**src/hw/mirq_pkg.sv**
```systemverilog
/*
 * shared constants of the metering interrupt, status and write-protect block:
 * register offsets, flag layout, special command codes, timing figures.
 * assumes a 100 MHz system clock and a 7-bit register address space.
 */
package mirq_pkg;

	////////////////////////////////////////////////////////////////////////
	// address space and register offsets
	localparam int          ADDR_W           = 7;
	localparam int          DATA_W           = 32;
	localparam logic [6:0]  OFS_IRQ_ENABLE   = 7'h40;
	localparam logic [6:0]  OFS_EVENT_FLAG   = 7'h41;
	localparam logic [6:0]  OFS_SHADOW_FLAG  = 7'h42;
	localparam logic [6:0]  OFS_SYS_STATE    = 7'h43;
	localparam logic [6:0]  OFS_READ_ECHO    = 7'h44;
	localparam logic [6:0]  OFS_WRITE_ECHO   = 7'h45;

	// protected windows: calibration and fast pulse counters
	localparam logic [6:0]  PROT_CAL_LO      = 7'h00;
	localparam logic [6:0]  PROT_CAL_HI      = 7'h10;
	localparam logic [6:0]  PROT_PULSE_LO    = 7'h20;
	localparam logic [6:0]  PROT_PULSE_HI    = 7'h21;

	////////////////////////////////////////////////////////////////////////
	// event and flag layout, shared by enable, flag and shadow views
	localparam int          EVT_W            = 6;
	localparam int          BIT_DATA_REFRESH = 0;
	localparam int          BIT_ACT_PULSE    = 1;
	localparam int          BIT_REACT_PULSE  = 2;
	localparam int          BIT_ACT_WRAP     = 3;
	localparam int          BIT_REACT_WRAP   = 4;
	localparam int          BIT_ZERO_CROSS   = 5;
	localparam logic [5:0]  IRQ_EN_RESET     = 6'h00;

	// system state bits
	localparam int          SYS_UNLOCK_BIT   = 4;
	localparam int          SYS_LINK_BIT     = 2;
	localparam int          SYS_RST_BIT      = 0;
	localparam logic        LINK_SPI         = 1'b1;

	////////////////////////////////////////////////////////////////////////
	// special command frame
	localparam logic [7:0]  CMD_SPECIAL      = 8'hea;
	localparam logic [7:0]  CODE_UNLOCK      = 8'he5;
	localparam logic [7:0]  CODE_LOCK        = 8'hdc;
	localparam logic [7:0]  CODE_CHAN_A      = 8'h5a;
	localparam logic [7:0]  CODE_CHAN_B      = 8'ha5;

	////////////////////////////////////////////////////////////////////////
	// energy accumulators and result refresh timing
	localparam int          ENERGY_W         = 24;
	localparam logic [23:0] ENERGY_MAX       = 24'hff_ffff;
	localparam logic [23:0] ENERGY_ZERO      = 24'h00_0000;
	localparam int          CLK_HZ           = 100_000_000;
	localparam int          REFRESH_DECI_HZ  = 34;
	localparam int          DECI_PER_HZ      = 10;
	localparam int          REFRESH_CYC      =
		CLK_HZ / REFRESH_DECI_HZ * DECI_PER_HZ;

endpackage

```
**src/hw/mirq_sync_if.sv**
```systemverilog
/*
 * carrier between the top and its pin synchroniser: raw pin levels in,
 * filtered levels out.
 * assumes both ends share the system clock.
 */
interface mirq_sync_if #(
	parameter int W = 1
);
	logic [W-1:0] raw;
	logic [W-1:0] clean;

	modport owner (output raw, input clean);
	modport filt  (input raw, output clean);
endinterface

```
**src/hw/mirq_pin_sync.sv**
```systemverilog
/*
 * three-stage synchroniser for asynchronous pin levels; the filtered level
 * moves only when the second and third stages agree.
 * assumes pins change slowly against the system clock.
 */
module mirq_pin_sync #(
	parameter int W = 1
) (
	input  wire logic  clk,
	input  wire logic  rst_n,
	mirq_sync_if.filt  pins
);

	logic [W-1:0] stage1_ff;
	logic [W-1:0] stage2_ff;
	logic [W-1:0] stage3_ff;
	logic [W-1:0] clean_ff;

	////////////////////////////////////////////////////////////////////////
	// stage one feeds stage two only, metastability stays contained
	always_ff @(posedge clk or negedge rst_n)
	begin
		if (!rst_n)
		begin
			stage1_ff <= '0;
			stage2_ff <= '0;
			stage3_ff <= '0;
		end
		else
		begin
			stage1_ff <= pins.raw;
			stage2_ff <= stage1_ff;
			stage3_ff <= stage2_ff;
		end
	end

	// per bit: accept a new level once two stages agree
	for (genvar i = 0; i < W; i++)
	begin : g_agree
		always_ff @(posedge clk or negedge rst_n)
		begin
			if (!rst_n)
				clean_ff[i] <= 1'b0;
			else if (stage2_ff[i] == stage3_ff[i])
				clean_ff[i] <= stage2_ff[i];
		end
	end

	assign pins.clean = clean_ff;

endmodule // mirq_pin_sync

```
**src/hw/mirq_top.sv**
```systemverilog
/*
 * interrupt, system status and write-protect logic of a single-phase
 * metering device: enable register, event flags with two clear-on-read
 * views, interrupt pin, status, read/write echo, special commands.
 * assumes the serial framing in front of it delivers one register access
 * or one special command per strobe, and that read and write strobes never
 * coincide. registers outside 0x40-0x45 live elsewhere; their read data
 * arrive on ext_rdata and their writes are gated by prot_wr_ok.
 */
// Contract
// [RL1] irq_n goes low whenever a flag is set with its enable bit set.
// [RL2] enable register is protected; locked writes to it are ignored.
// [RL3] enable bits: 5 zero-cross, 4/3 energy wraps, 2/1 pulses, 0 refresh.
// [RL4] data-refresh event raised at each result refresh, about 3.4 Hz.
// [RL5] any of six events sets its bit in the flag register, same layout.
// [RL6] flags set regardless of enables; enables gate only the pin.
// [RL7] primary flag register is read-only and cleared by reading it.
// [RL8] in SPI mode shadow view sets on events; reading clears both.
// [RL9] in single-wire mode shadow reads zero and its read clears nothing.
// [RL10] status bit4 is one while protected writes are permitted.
// [RL11] status bit2 mirrors the interface pin; one means SPI.
// [RL12] status bit0 set after reset ends, cleared when status is read.
// [RL13] read-echo register keeps the last data returned to the host.
// [RL14] write-echo register keeps the last data written by the host.
// [RL15] command 0xEA with 0xE5 unlocks writes, with 0xDC relocks.
// [RL16] protection covers 0x00-0x10, 0x20-0x21 and the enable register.
// [RL17] 0x5A selects channel A, 0xA5 channel B, only while unlocked.
// [RL18] channel-select status follows the executed channel command.
// [RL19] a 24-bit energy register wrapping all-ones to zero sets overflow.
// [RL20] special frames carry command byte 0xEA; next byte is the code.
// [RL21] irq_n returns high once no enabled flag remains set.
module mirq_top #(
	parameter int REFRESH_CYC = mirq_pkg::REFRESH_CYC
) (
	input  wire logic        clk,
	input  wire logic        rst_n,
	input  wire logic        link_type_pin,
	input  wire logic [6:0]  reg_addr,
	input  wire logic        reg_rd,
	input  wire logic        reg_wr,
	input  wire logic [31:0] reg_wdata,
	input  wire logic [31:0] ext_rdata,
	input  wire logic        cmd_valid,
	input  wire logic [7:0]  cmd_byte,
	input  wire logic [7:0]  cmd_data,
	input  wire logic        act_pulse_out,
	input  wire logic        reactive_pulse_out,
	input  wire logic        zero_cross_evt,
	input  wire logic [23:0] act_energy,
	input  wire logic [23:0] react_energy,
	output logic      [31:0] reg_rdata,
	output logic             reg_rvalid,
	output logic             prot_wr_ok,
	output logic             refresh_tick,
	output logic             active_current_channel,
	output logic             write_unlock_flag,
	output logic             irq_n
);

	localparam int CNT_W = $clog2(REFRESH_CYC + 1);
	localparam int EW    = mirq_pkg::EVT_W;

	////////////////////////////////////////////////////////////////////////
	// declarations

	logic [EW-1:0]  irq_enable_ff;
	logic [EW-1:0]  event_flag_ff;
	logic [EW-1:0]  shadow_flag_ff;
	logic [EW-1:0]  nxt_event_flag;
	logic [EW-1:0]  nxt_shadow_flag;
	logic [EW-1:0]  evt;
	logic           unlock_ff;
	logic           chan_b_ff;
	logic           rst_seen_ff;
	logic [31:0]    read_echo_ff;
	logic [31:0]    write_echo_ff;
	logic [31:0]    rdata_ff;
	logic [31:0]    nxt_rdata;
	logic           rvalid_ff;
	logic           irq_n_ff;
	logic [CNT_W-1:0] refresh_cnt_ff;
	logic           refresh_ff;
	logic [23:0]    act_prev_ff;
	logic [23:0]    react_prev_ff;
	logic           act_wrap;
	logic           react_wrap;
	logic           link_spi;
	logic           in_protected;
	logic           wr_allowed;
	logic           rd_flag;
	logic           rd_shadow;
	logic           rd_sys;
	logic           special_cmd;
	logic [7:0]     sys_state;

	////////////////////////////////////////////////////////////////////////
	// interface-select pin comes from outside the clock domain

	mirq_sync_if #(.W(1)) link_sync ();

	assign link_sync.raw = link_type_pin;

	mirq_pin_sync #(
		.W (1)
	) u_link_sync (
		.clk   (clk),
		.rst_n (rst_n),
		.pins  (link_sync.filt)
	);

	assign link_spi = (link_sync.clean == mirq_pkg::LINK_SPI);

	////////////////////////////////////////////////////////////////////////
	// result refresh timer: drives the datapath and the refresh event

	// free running; the period is rounded down to whole cycles
	always_ff @(posedge clk or negedge rst_n)
	begin
		if (!rst_n)
		begin
			refresh_cnt_ff <= '0;
			refresh_ff     <= 1'b0;
		end
		else if (refresh_cnt_ff == CNT_W'(REFRESH_CYC - 1))
		begin
			refresh_cnt_ff <= '0;
			refresh_ff     <= 1'b1; // RL4
		end
		else
		begin
			refresh_cnt_ff <= refresh_cnt_ff + CNT_W'(1);
			refresh_ff     <= 1'b0;
		end
	end

	assign refresh_tick = refresh_ff;

	////////////////////////////////////////////////////////////////////////
	// energy wrap detection on the accumulated registers

	// previous values, so a wrap is seen as all-ones followed by zero
	always_ff @(posedge clk or negedge rst_n)
	begin
		if (!rst_n)
		begin
			act_prev_ff   <= mirq_pkg::ENERGY_ZERO;
			react_prev_ff <= mirq_pkg::ENERGY_ZERO;
		end
		else
		begin
			act_prev_ff   <= act_energy;
			react_prev_ff <= react_energy;
		end
	end

	// a host reload that jumps to zero from elsewhere is not a wrap
	assign act_wrap   = (act_prev_ff == mirq_pkg::ENERGY_MAX) &&
		(act_energy == mirq_pkg::ENERGY_ZERO); // RL19
	assign react_wrap = (react_prev_ff == mirq_pkg::ENERGY_MAX) &&
		(react_energy == mirq_pkg::ENERGY_ZERO); // RL19

	////////////////////////////////////////////////////////////////////////
	// event vector in enable/flag bit order

	always_comb
	begin
		evt = '0;
		evt[mirq_pkg::BIT_DATA_REFRESH] = refresh_ff; // RL4
		evt[mirq_pkg::BIT_ACT_PULSE]    = act_pulse_out;
		evt[mirq_pkg::BIT_REACT_PULSE]  = reactive_pulse_out;
		evt[mirq_pkg::BIT_ACT_WRAP]     = act_wrap;
		evt[mirq_pkg::BIT_REACT_WRAP]   = react_wrap;
		evt[mirq_pkg::BIT_ZERO_CROSS]   = zero_cross_evt; // RL3
	end

	////////////////////////////////////////////////////////////////////////
	// access decode and write protection

	// protected set: calibration window, pulse counters, enable register
	assign in_protected =
		((reg_addr >= mirq_pkg::PROT_CAL_LO) &&
		 (reg_addr <= mirq_pkg::PROT_CAL_HI)) ||
		((reg_addr >= mirq_pkg::PROT_PULSE_LO) &&
		 (reg_addr <= mirq_pkg::PROT_PULSE_HI)) ||
		(reg_addr == mirq_pkg::OFS_IRQ_ENABLE); // RL16

	assign wr_allowed = !in_protected || unlock_ff; // RL16

	// strobe for registers held outside; combinational handshake
	assign prot_wr_ok = reg_wr && wr_allowed &&
		(reg_addr != mirq_pkg::OFS_IRQ_ENABLE);

	assign rd_flag   = reg_rd && (reg_addr == mirq_pkg::OFS_EVENT_FLAG);
	assign rd_shadow = reg_rd && (reg_addr == mirq_pkg::OFS_SHADOW_FLAG);
	assign rd_sys    = reg_rd && (reg_addr == mirq_pkg::OFS_SYS_STATE);

	// only frames whose command byte is the special marker carry a code
	assign special_cmd = cmd_valid &&
		(cmd_byte == mirq_pkg::CMD_SPECIAL); // RL20

	////////////////////////////////////////////////////////////////////////
	// interrupt enable register

	// locked writes are dropped silently, no error is reported
	always_ff @(posedge clk or negedge rst_n)
	begin
		if (!rst_n)
			irq_enable_ff <= mirq_pkg::IRQ_EN_RESET;
		else if (reg_wr && unlock_ff &&
			(reg_addr == mirq_pkg::OFS_IRQ_ENABLE))
			irq_enable_ff <= reg_wdata[EW-1:0]; // RL2 RL3
	end

	////////////////////////////////////////////////////////////////////////
	// event flags: primary and shadow views

	// a set in the clearing cycle wins so no event is lost
	always_comb
	begin
		nxt_event_flag  = event_flag_ff;
		nxt_shadow_flag = shadow_flag_ff;
		if (rd_flag)
			nxt_event_flag = '0; // RL7
		if (rd_shadow && link_spi)
		begin
			nxt_event_flag  = '0; // RL8
			nxt_shadow_flag = '0; // RL8
		end
		nxt_event_flag  = nxt_event_flag | evt; // RL5 RL6
		nxt_shadow_flag = nxt_shadow_flag | evt; // RL8
		if (!link_spi)
			nxt_shadow_flag = '0; // RL9
	end

	always_ff @(posedge clk or negedge rst_n)
	begin
		if (!rst_n)
		begin
			event_flag_ff  <= '0;
			shadow_flag_ff <= '0;
		end
		else
		begin
			event_flag_ff  <= nxt_event_flag;
			shadow_flag_ff <= nxt_shadow_flag;
		end
	end

	////////////////////////////////////////////////////////////////////////
	// interrupt pin: low while any enabled flag stands

	// registered so the pin never glitches on decode paths
	always_ff @(posedge clk or negedge rst_n)
	begin
		if (!rst_n)
			irq_n_ff <= 1'b1;
		else
			irq_n_ff <= !(|(nxt_event_flag & irq_enable_ff)); // RL1 RL21
	end

	assign irq_n = irq_n_ff;

	////////////////////////////////////////////////////////////////////////
	// special commands: unlock, relock, channel selection

	// unknown codes are ignored and leave the state alone
	always_ff @(posedge clk or negedge rst_n)
	begin
		if (!rst_n)
			unlock_ff <= 1'b0;
		else if (special_cmd && (cmd_data == mirq_pkg::CODE_UNLOCK))
			unlock_ff <= 1'b1; // RL15
		else if (special_cmd && (cmd_data == mirq_pkg::CODE_LOCK))
			unlock_ff <= 1'b0; // RL15
	end

	// channel change refused while locked; channel A after reset
	always_ff @(posedge clk or negedge rst_n)
	begin
		if (!rst_n)
			chan_b_ff <= 1'b0;
		else if (special_cmd && unlock_ff &&
			(cmd_data == mirq_pkg::CODE_CHAN_A))
			chan_b_ff <= 1'b0; // RL17 RL18
		else if (special_cmd && unlock_ff &&
			(cmd_data == mirq_pkg::CODE_CHAN_B))
			chan_b_ff <= 1'b1; // RL17 RL18
	end

	assign active_current_channel = chan_b_ff;
	assign write_unlock_flag      = unlock_ff;

	////////////////////////////////////////////////////////////////////////
	// system state

	// reset-seen is set while reset is held, reading the status clears it
	always_ff @(posedge clk or negedge rst_n)
	begin
		if (!rst_n)
			rst_seen_ff <= 1'b1; // RL12
		else if (rd_sys)
			rst_seen_ff <= 1'b0; // RL12
	end

	always_comb
	begin
		sys_state = '0;
		sys_state[mirq_pkg::SYS_UNLOCK_BIT] = unlock_ff; // RL10
		sys_state[mirq_pkg::SYS_LINK_BIT]   = link_spi; // RL11
		sys_state[mirq_pkg::SYS_RST_BIT]    = rst_seen_ff; // RL12
	end

	////////////////////////////////////////////////////////////////////////
	// read data selection

	// registers of the block answer here, everything else passes through
	always_comb
	begin
		nxt_rdata = '0;
		unique case (reg_addr)
			mirq_pkg::OFS_IRQ_ENABLE:
				nxt_rdata = 32'(irq_enable_ff);
			mirq_pkg::OFS_EVENT_FLAG:
				nxt_rdata = 32'(event_flag_ff);
			mirq_pkg::OFS_SHADOW_FLAG:
				nxt_rdata = link_spi ? 32'(shadow_flag_ff) : '0; // RL9
			mirq_pkg::OFS_SYS_STATE:
				nxt_rdata = 32'(sys_state);
			mirq_pkg::OFS_READ_ECHO:
				nxt_rdata = read_echo_ff;
			mirq_pkg::OFS_WRITE_ECHO:
				nxt_rdata = write_echo_ff;
			default:
				nxt_rdata = ext_rdata;
		endcase
	end

	always_ff @(posedge clk or negedge rst_n)
	begin
		if (!rst_n)
		begin
			rdata_ff  <= '0;
			rvalid_ff <= 1'b0;
		end
		else
		begin
			rvalid_ff <= reg_rd;
			if (reg_rd)
				rdata_ff <= nxt_rdata;
		end
	end

	assign reg_rdata  = rdata_ff;
	assign reg_rvalid = rvalid_ff;

	////////////////////////////////////////////////////////////////////////
	// transfer echo registers for host-side checking

	// the echo shows the value as returned, so reading it echoes itself
	always_ff @(posedge clk or negedge rst_n)
	begin
		if (!rst_n)
			read_echo_ff <= '0;
		else if (reg_rd)
			read_echo_ff <= nxt_rdata; // RL13
	end

	// every write is echoed, even one refused by protection
	always_ff @(posedge clk or negedge rst_n)
	begin
		if (!rst_n)
			write_echo_ff <= '0;
		else if (reg_wr)
			write_echo_ff <= reg_wdata; // RL14
	end

endmodule // mirq_top

```
**config.mk**
```make
export PLATFORM = sky130hd
export DESIGN_NAME = mirq_top
export DESIGN_NICKNAME = d
export VERILOG_FILES = /design/src/hw/mirq_pkg.sv /design/src/hw/mirq_sync_if.sv /design/src/hw/mirq_pin_sync.sv /design/src/hw/mirq_top.sv
export SDC_FILE = /design/constraint.sdc
export NUM_CORES = 1
export LEC_CHECK = 0
export BUFFER_PORTS_ARGS = -buffer_cell sky130_fd_sc_hd__buf_2
export CORE_MARGIN = 2
export CORE_UTILIZATION = 55
export CTS_CLUSTER_DIAMETER = 80
export CTS_CLUSTER_SIZE = 20
export DETAILED_ROUTE_END_ITERATION = 10
export PLACE_DENSITY = 0.89
export REMOVE_ABC_BUFFERS = 1
export SYNTH_ARGS = -nofsm -noshare
export SYNTH_HDL_FRONTEND = slang
export SYNTH_SLANG_ARGS = --single-unit
```
**constraint.sdc**
```tcl
create_clock -name clk -period 4.5 [get_ports clk]
set_clock_uncertainty 0.2 [all_clocks]
set_input_delay 0.225 -clock clk [delete_from_list [all_inputs] [get_ports clk]]
set_output_delay 0.225 -clock clk [all_outputs]
set_load 0.02 [all_outputs]
```
==> results of run 1 <==
==> per-layer routing <==
| layer | global-route usage [%] | share of wire, % | vias up | wire length [µm] |
|---|---|---|---|---|
| met4 | 12.36 | 3.3 | 0 | 673 |
| met5 | 0 | 0 | - | 0 |
| li1 | - | - | 2598 | - |
| met3 | 8.100 | 8.0 | 70 | 1621 |
| met1 | 36.37 | 37 | 2926 | 7460 |
| met2 | 55.75 | 52 | 382 | 10460 |
==> per-stage QoR <==
stage	area (µm²)	worst slack (ns)	total power, mW	utilization [%]
after floorplan	6569	2.254	1.752	-
after global placement	7690	1.869	1.912	64.56
after detailed placement	7690	1.795	1.928	64.56
after CTS	9474	1.739	3.432	79.54
after global routing	9474	1.584	3.561	79.54
final	9474	1.744	3.452	79.54
==> cells in the mapped netlist, types with 5 or more instances <==
library cell  instances
nor2_1               22
nand2_1              55
clkbuf_1             13
a22oi_1              30
dfrtp_1             163
nor2b_1               9
xor2_1                8
nor4_1               17
xnor2_1              12
o21ai_0              35
buf_4                 5
mux2_2               39
nand3_1              16
nor3_1                5
a21oi_1               8
and3_1                6
nand4_1              22
mux2i_1               7
==> registers in the layout, indices dropped and copies added, names as in the netlist, 6 cells and up <==
register        cells
event_flag_ff       6
act_prev_ff        24
shadow_flag_ff      6
react_prev_ff      24
irq_enable_ff       6
write_echo_ff      32
refresh_cnt_ff     25
reg_rdata          32
==> logic make-up (layout without fill, tap and decap cells) <==
logic type / Yosys count / in the layout / share of synthesized area, %
mux: 46 / 46 / 7.630
compound gates: 105 / 105 / 10.37
fa+ha+maj: 2 / 2 / 0.3374
simple gates: 179 / 179 / 15.45
buf+inv: 24 / 338 / 1.687
flops: 165 / 165 / 61.90
xor+xnor: 20 / 20 / 2.625
==> how the worst min path moves through the flow <==
stage,from,endpoint,slack [ns],depth (start not counted)
floorplan,rst_n,act_prev_ff[0],-0.27,0
global placement,rst_n,react_prev_ff[2],0.04,1
detailed placement,rst_n,react_prev_ff[10],0.06,1
CTS,cmd_data[6],active_current_channel,0.02,4
global route,cmd_data[4],write_unlock_flag,0.05,3
finish,cmd_data[6],active_current_channel,0.03,4
==> power by group through the flow <==
stage                     Combinational (mW)  Sequential, mW  Clock [mW]
after floorplan                       0.0882            1.66           0
after global placement                 0.279            1.63           0
after detailed placement               0.290            1.64           0
after CTS                              0.373            1.61        1.45
after global routing                   0.417            1.62        1.52
final                                  0.389            1.62        1.44
==> final cells by class <==
class,count,area share [%]
Clock inverter,11,1.294
Multi-Input combinational cell,352,25.67
Inverter,2,0.07924
Clock buffer,21,4.860
Timing Repair Buffer,304,22.54
Tap cell,147,1.941
Sequential cell,165,43.61
==> critical path, delay by kind of cell (launching register included) <==
| family | cells | cell delay [ns] |
|---|---|---|
| and+or+nand+nor | 3 | 1.37 |
| adders and majority gates | 1 | 0.25 |
| DFF | 1 | 0.44 |
| AOI/OAI and AO/OA | 2 | 0.36 |
==> what timing repair did <==
item | in CTS | in global routing
setup endpoints to repair | 0 | 0
hold buffers | 120 | 0
endpoints found under the hold margin | 192 | 0
==> summary.txt, run 1 <==
Worst setup path
  – Crit. Startpoint: refresh_cnt_ff[0]
  – Reg2Reg Depth: 6
  – Data required, critical path: around 4.6 ns
  – Startpoint types: flop
  – R2R Setup Slk: 1.74 ns
  – Slowest CP cell: nor4_2
  – Critical path class: reg2reg
  – CP endpoint kind: flop
  – Ordered cell list for the critical path: ha_1, and3_1, nand3_1, nor4_2, o21a_1, a21oi_1
  – CP max stage delay: between 1 and 1.5 ns
  – CP max FO: 14
  – Critical Path AT: between 2 and 3 ns
  – CP endpoint: refresh_cnt_ff[15]
  – R2R Path End: refresh_cnt_ff[15]
  – RR Startpoint: refresh_cnt_ff[0]

Synth
  – Number of synthesized flops with an enable pin: 0
  – Synth Register Bits: 165
  – Count of yosys warnings during synthesis: 0
  – Synth Instances: between 500 and 600
  – Mapped Avg Cell Area: 12.34 µm²
  – Post-Syn Area: approximately 6700 µm²
  – Post-synth top area cell: dfrtp_1
  – Ys async rst share: 100.0%
  – Synth Flop Type: dfrtp_1
  – Unique masters post-synth: 60
  – Top-area cell type share of the netlist area: roughly 60%
  – Post-synthesis sequential area ratio: ~62%
  – Synth top area cells: dfrtp_1 61%, mux2_2 6.6%, a22oi_1 3.4%

GRT
  – GRT overflow: 0
  – Initial antenna violation count: 0
  – All-Layer GR Usage: roughly a third
  – Largest net degree at the start of global routing: 67
  – Vias in the first global route: 6100
  – Global-route wire length before repair: between 30000 and 40000 µm

Clocking
  – Num CTS Buffers: 17
  – Worst-Skew Late Latency: 0.42 ns
  – H-tree depth: 4
  – Largest buffer count on any clock path: 2
  – Post-CTS setup buffers: 0
  – Clock transition at path regs: 0.07 ns
  – Root buffer cell: clkbuf_16
  – Clock sink count: 165
  – Cts repair resizes: 0
  – CTS tree: built

Detailed routing
  – Via density: 5.964
  – Detailed Route WL: 20210 µm
  – Final ANT Viol Nets: 0
  – Avg WL per Cell: 20.17 µm
  – Drt initial violations: around 670
  – First-pass DRT Iterations: 9
  – DRC violations left: 0
  – Routed via count: around 6000

Floorplanning
  – Cell Rows: 40
  – DIE WIDTH: ~110 µm
  – Starting Density: between 50% and 60%
  – Die Area: 13030 µm²
  – # IOs: about 180
  – Core area: roughly 12000 µm²
  – DIE HEIGHT: approximately 110 µm

Final layout
  – Commonest non-fill, non-tap cell in the layout: buf_2
  – FILL cells: ~640
  – Register area: slightly above 4000 µm²
  – P&R area growth vs syn: 41.96%
  – Finished Layout Cells: 1002
  – ANT cells: 0
  – Fraction of layout cells with a size suffix above 1: a little under a third
  – Multi-input gate area: around 2400 µm²
  – Most frequent cells in the layout: 180 x buf_2, 163 x dfrtp_1, 120 x dlygate4sd3_1
  – Nets: about 990

Timing
  – Final Hold Fails: 0
  – Slew HR: about a tenth
  – Period utilization: between 60 and 70%
  – Clock period minus worst slack: ~2.8 ns
  – Actual slew at the worst max-slew pin: between 1 and 1.5 ns
  – Max Freq: 362.8 MHz
  – Setup TNS: 0 ns
  – RSZ-0062 raised after global routing: no
  – Fin Hold WS: 0.03249 ns
  – Slew Viols, Final: 0
  – Final setup viols: 0

Placement
  – Final Wtd Congestion: between 0.8 and 0.9
  – Dpl cells: 850
  – Dpl hpwl: ~12000 µm
  – Port-buffer cells: approximately 180

Min path
  – Tightest Hold Check Type: in2reg

Status
  – Result of the run: completed

Pwr
  – P_int: between 2 and 3 mW
  – Switching part of the total: between 20% and 30%
  – NetSw: 0.8420 mW
  – P_leak: approximately 4.4 nW
  – Peak supply drop: roughly 330 µV
  – Clock share of power: around two fifths
  – Reg power frac: a little under half
  – PwrDens: about 360 nW/µm²
  – Comb power frac: 11.3%

Job
  – Maxcap violations: 0
Note: power is estimated with default switching activity, not from simulation.
==> run 2: changes to the inputs <==
Settings changed: CORE_UTILIZATION 55 to 47, PLACE_DENSITY 0.89 to 0.82.
Clock period 4.5 ns to 2.5 ns, I/O delays scaled along.
==> run 2 against run 1 <==
Effect of this change: total power grew 79%; worst hold slack lost 0.028 ns; die area grew 16%; first-iteration DRC count shrank 41%; flip-flop and latch count is the same; sequential share of layout area shrank 0.89 points; via count shrank 3.7%; cell count grew 4.9%; largest power group unchanged.
==> summary.txt, run 2 (synthesis gave the netlist of run 1 again) <==
Timing
  – Clock period minus worst slack: around 2.4 ns
  – Final Hold Fails: 0
  – Final setup viols: 0
  – Slew HR: just under 60%
  – Actual slew at the worst max-slew pin: about 0.63 ns
  – Setup TNS: 0 ns
  – RSZ-0062 raised after global routing: no
  – Max Freq: between 400 and 500 MHz
  – Slew Viols, Final: 0
  – Period utilization: about 94%

Clocking
  – Clock transition at path regs: 0.06 ns
  – Cts repair resizes: 0
  – Root buffer cell: clkbuf_16
  – Post-CTS setup buffers: 0
  – Num CTS Buffers: 17
  – CTS tree: built
  – Worst-Skew Late Latency: 0.42 ns
  – H-tree depth: 4
  – Largest buffer count on any clock path: 2
  – Clock sink count: 165

Worst setup path
  – Startpoint types: primary input
  – R2R Setup Slk: just over 0.4 ns
  – CP endpoint kind: flop
  – CP max stage delay: 0.64 ns
  – Data required, critical path: 2.60 ns
  – Slowest CP cell: dlygate4sd3_1
  – Reg2Reg Depth: 6
  – Ordered cell list for the critical path: dlygate4sd3_1, buf_2, inv_1, nor4_1, dlygate4sd3_1, a21oi_1, dlygate4sd3_1
  – Critical Path AT: between 2 and 2.5 ns
  – RR Startpoint: refresh_cnt_ff[0]
  – CP most frequent cell: dlygate4sd3_1
  – CP max FO: 2
  – Critical path class: in2reg
  – R2R Path End: refresh_cnt_ff[8]

Pwr
  – Reg power frac: around 47%
  – Comb power frac: about 12%
  – NetSw: approximately 1.4 mW
  – P_leak: between 4 and 5 nW
  – Switching part of the total: a little under a quarter
  – PwrDens: 637.7 nW/µm²
  – P_int: around 4.7 mW
  – Peak supply drop: approximately 430 µV
  – Clock share of power: just over 40%

Placement
  – Dpl hpwl: roughly 12000 µm
  – Final Wtd Congestion: roughly 0.86
  – Port-buffer cells: 181
  – Post-DP Area: roughly 7800 µm²

Detailed routing
  – Drt initial violations: approximately 400
  – Final ANT Viol Nets: 0
  – First-pass DRT Iterations: 8
  – Detailed Route WL: approximately 19000 µm
  – Routed via count: 5757
  – Avg WL per Cell: about 18 µm
  – Via density: 5.478
  – DRC violations left: 0

Final layout
  – Fin area: between 9000 and 10000 µm²
  – FILL cells: 893
  – Fraction of layout cells with a size suffix above 1: between 30% and 40%
  – Nets: 1000
  – Most frequent cells in the layout: 180 x buf_2, 163 x dfrtp_1, 127 x dlygate4sd3_1
  – P&R area growth vs syn: 44.92%
  – Commonest non-fill, non-tap cell in the layout: buf_2

Min path
  – Tightest Hold Check Type: in2reg
  – Hold_sp: cmd_byte[2]
  – Worst hold path endpoint: write_unlock_flag
  – Hold depth: 4

GRT
  – All-Layer GR Usage: approximately a quarter
  – Vias in the first global route: 6167
  – GRT overflow: 0
  – Global-route wire length before repair: ~30000 µm
  – Initial antenna violation count: 2
  – Largest net degree at the start of global routing: slightly below 60

Floorplanning
  – Cell Rows: between 40 and 50
  – # IOs: between 150 and 200
  – DIE WIDTH: between 100 and 150 µm
  – Starting Density: between 40% and 50%
  – Core area: 13880 µm²
  – DIE HEIGHT: about 120 µm
  – Die Area: 15170 µm²

Job
  – Maxcap violations: 0

Status
  – Result of the run: completed
==> run 2: cell count changes in the layout (fill, tap and decap cells not counted), sizes merged <==
cell,previous run,this run
dlygate4sd3,120,127
clkbuf,21,23
buf,184,190
clkinv,5,6
inv,5,2
diode,0,3
==> run 2: repair_timing <==
item	in CTS	in global routing
hold endpoints to repair	294	0
endpoints found under the setup margin	0	1
hold buffers	128	0
==> run 2: power by group through the flow <==
| stage | sequential (mW) | clock, mW | combinational, mW |
|---|---|---|---|
| 2_1_floorplan | 2.99 | 0 | 0.159 |
| 3_3_place_gp | 2.93 | 0 | 0.527 |
| 3_5_place_dp | 2.94 | 0 | 0.548 |
| 4_1_cts | 2.89 | 2.58 | 0.700 |
| 5_1_grt | 2.91 | 2.71 | 0.776 |
| 6_report | 2.90 | 2.55 | 0.716 |
==> run 2: layout make-up <==
class / instances / area (µm²) / area share (%)
diodes: 3 / 7.507 / 0.07762
multi-input cells: 352 / 2432 / 25.15
clock inverters: 9 / 101.3 / 1.048
well taps: 180 / 225.2 / 2.329
repair buffers: 317 / 2288 / 23.66
inverters: 2 / 7.507 / 0.07762
clock buffers: 23 / 478.0 / 4.942
flip-flops and latches: 165 / 4131 / 42.72
==> run 2: how the worst max path moves through the flow <==
stage / from / to / cells past startpoint
5_1_grt: cmd_data[6] / active_current_channel / 7
2_1_floorplan: refresh_cnt_ff[0] / refresh_cnt_ff[15] / 6
3_5_place_dp: refresh_cnt_ff[0] / refresh_cnt_ff[5] / 6
4_1_cts: cmd_byte[4] / write_unlock_flag / 7
6_report: cmd_data[6] / active_current_channel / 7
3_3_place_gp: refresh_cnt_ff[0] / refresh_cnt_ff[11] / 6
==> run 2: layer usage <==
metal / share of wire (%) / GRT usage [%] / vias to the layer above / wire length (µm)
li1: - / - / 2620 / -
met1: 38 / 28.94 / 2793 / 7391
met2: 50 / 44.64 / 280 / 9717
met3: 7.8 / 8.395 / 64 / 1500
met4: 3.3 / 13.14 / 0 / 636
met5: 0 / 0 / - / 0
==> run 2: critical path, delay by kind of cell <==
kind                   cells  cell delay [ns]
AO/OA/AOI/OAI              1             0.08
buffers and inverters      5             1.94
AND/OR/NAND/NOR            1             0.32
==> run 2: stage by stage <==
stage	hold slack (ns)	power [mW]	std cells	worst slack (ns)	utilization [%]
detailed placement	-0.07931	3.490	889	0.4129	56.29
floorplan	-0.3706	3.153	519	0.3356	-
global route	0.006773	6.405	1050	0.08662	69.66
global placement	-0.08808	3.459	889	0.5035	56.29
finish	0.004464	6.167	1051	0.1476	69.68
CTS	0.03341	6.169	1049	0.1187	69.70
==> run 3: changes to the inputs <==
Settings changed: CORE_UTILIZATION 47 to 52, PLACE_DENSITY 0.82 to 0.85.
Clock period 2.5 ns to 2.55 ns, I/O delays scaled along.
==> run 3 against run 2 <==
Effect of this change: worst setup slack got worse by 0.074 ns; cell count fell by 0.29%; critical endpoint is now write_unlock_flag; sequential power fell by 1%; die area fell by 9.3%; largest power group unchanged; routed wire length rose by 3.2%; flip-flop and latch count did not move.
==> summary.txt, run 3 (synthesis gave the netlist of run 1 again) <==
Final layout
  – ANT cells: 0
  – FILL cells: roughly 700
  – Fin area: 9736 µm²
  – P&R area growth vs syn: 45.88%
  – Fraction of layout cells with a size suffix above 1: roughly a third
  – Core Util, Final: between 70% and 80%
  – Finished Layout Cells: 1048
  – Commonest non-fill, non-tap cell in the layout: buf_2
  – Most frequent cells in the layout: 180 x buf_2, 163 x dfrtp_1, 134 x dlygate4sd3_1
  – Nets: between 1000 and 1500

Worst setup path
  – Data required, critical path: 2.66 ns
  – Critical Path AT: 2.59 ns
  – CP endpoint kind: flop
  – Startpoint types: primary input
  – Critical path class: in2reg
  – CP max FO: 2

Timing
  – Final Hold Fails: 0
  – Clock period minus worst slack: between 2 and 2.5 ns
  – Slew Viols, Final: 0
  – Fin Hold WS: around 0.034 ns
  – Max Freq: a little over 400 MHz
  – Setup TNS: 0 ns
  – RSZ-0062 raised after global routing: no
  – Period utilization: 97.13%
  – Actual slew at the worst max-slew pin: about 0.64 ns
  – Final setup viols: 0
  – Slew HR: 57.31%

Pwr
  – Peak supply drop: between 400 and 500 µV
  – PwrDens: 624.9 nW/µm²
  – P_leak: between 4 and 5 nW

Floorplanning
  – # IOs: 182
  – Die Area: 13760 µm²
  – Cell Rows: between 40 and 50
  – Core area: roughly 13000 µm²
  – Starting Density: a little over half
  – DIE WIDTH: 117.3 µm
  – DIE HEIGHT: approximately 120 µm

GRT
  – All-Layer GR Usage: between 20% and 30%
  – Met1 usage: around a third
  – Largest net degree at the start of global routing: 73
  – GRT Max-Usage Layer: met2
  – Global-route wire length before repair: 30350 µm
  – M3 GR Usage: under 10%
  – Vias in the first global route: just over 6000
  – Initial antenna violation count: 0
  – GR Util met2: 50.08%
  – GRT overflow: 0

Clocking
  – Worst-Skew Late Latency: ~0.42 ns
  – H-tree depth: 4
  – Num CTS Buffers: 17
  – Clock sink count: ~170
  – Largest buffer count on any clock path: 2
  – CTS tree: built
  – Root buffer cell: clkbuf_16
  – Clock transition at path regs: about 0.070 ns

Placement
  – Post-DP Area: ~8000 µm²
  – Final Wtd Congestion: 0.8723
  – Dpl cells: ~900
  – Dpl hpwl: 11580 µm
  – Port-buffer cells: about 180

Detailed routing
  – Drt initial violations: about 600
  – DRC violations left: 0
  – Detailed Route WL: roughly 20000 µm
  – First-pass DRT Iterations: 5
  – Via density: approximately 5.7
  – Routed via count: approximately 6000
  – Avg WL per Cell: between 15 and 20 µm
  – Final ANT Viol Nets: 0

Job
  – Maxcap violations: 0

Min path
  – Tightest Hold Check Type: in2reg

Status
  – Result of the run: completed
run 3: worst paths after layout:
path / start / endpoint / slack, ns / cells past startpoint
setup / recovery: cmd_byte[4] / write_unlock_flag / 0.07 / 7
hold / removal: reg_addr[1] / rst_seen_ff / 0.03 / 3
setup reg to reg: refresh_cnt_ff[0] / refresh_cnt_ff[22] / 0.56 / 7
hold reg to reg: u_link_sync.stage1_ff / u_link_sync.stage2_ff / 0.16 / 0
max in group asynchronous: rst_n / react_prev_ff[22] / 1.29 / 3
min in group asynchronous: rst_n / react_prev_ff[2] / 0.07 / 2
run 3: metal layers:
layer  routed length, µm  share of wire (%)
met1                7451                 38
met2                9943                 50
met3                1751                8.8
met4                 722                3.6
met5                   0                  0
run 3: worst max-delay path, stage by stage:
cell,delay [ns]
dlygate4sd3_1,0.54
buf_2,0.13
nor4b_2,0.31
dlygate4sd3_1,0.64
nand3_1,0.08
dlygate4sd3_1,0.56
a32o_1,0.21
run 3: what timing repair did:
item	in CTS	in global routing
resized for setup	0	2
setup buffers	0	0
hold endpoints to repair	199	0
endpoints found under the setup margin	0	1
hold buffers	135	0
run 3: final cells by class:
class	count	area [µm²]	area share [%]
inverter	2	7.507	0.07711
clock buffer	21	460.4	4.729
sequential	165	4131	42.44
multi-input combinational	352	2442	25.09
clock inverter	11	125.1	1.285
tap	172	215.2	2.211
timing repair buffer	325	2354	24.17
run 3: through the flow:
stage	total power, mW	worst slack (ns)
6_report	6.083	0.07321
5_1_grt	6.319	0.004873
4_1_cts	6.064	0.04865
3_5_place_dp	3.415	0.5560
3_3_place_gp	3.386	0.6669
2_1_floorplan	3.091	0.3856
run 3: report_power, final:
part | internal (mW) | switching, mW
clock | 1.49 | 1.01
combinational | 0.362 | 0.355
sequential | 2.77 | 0.0906
total | 4.62 | 1.46
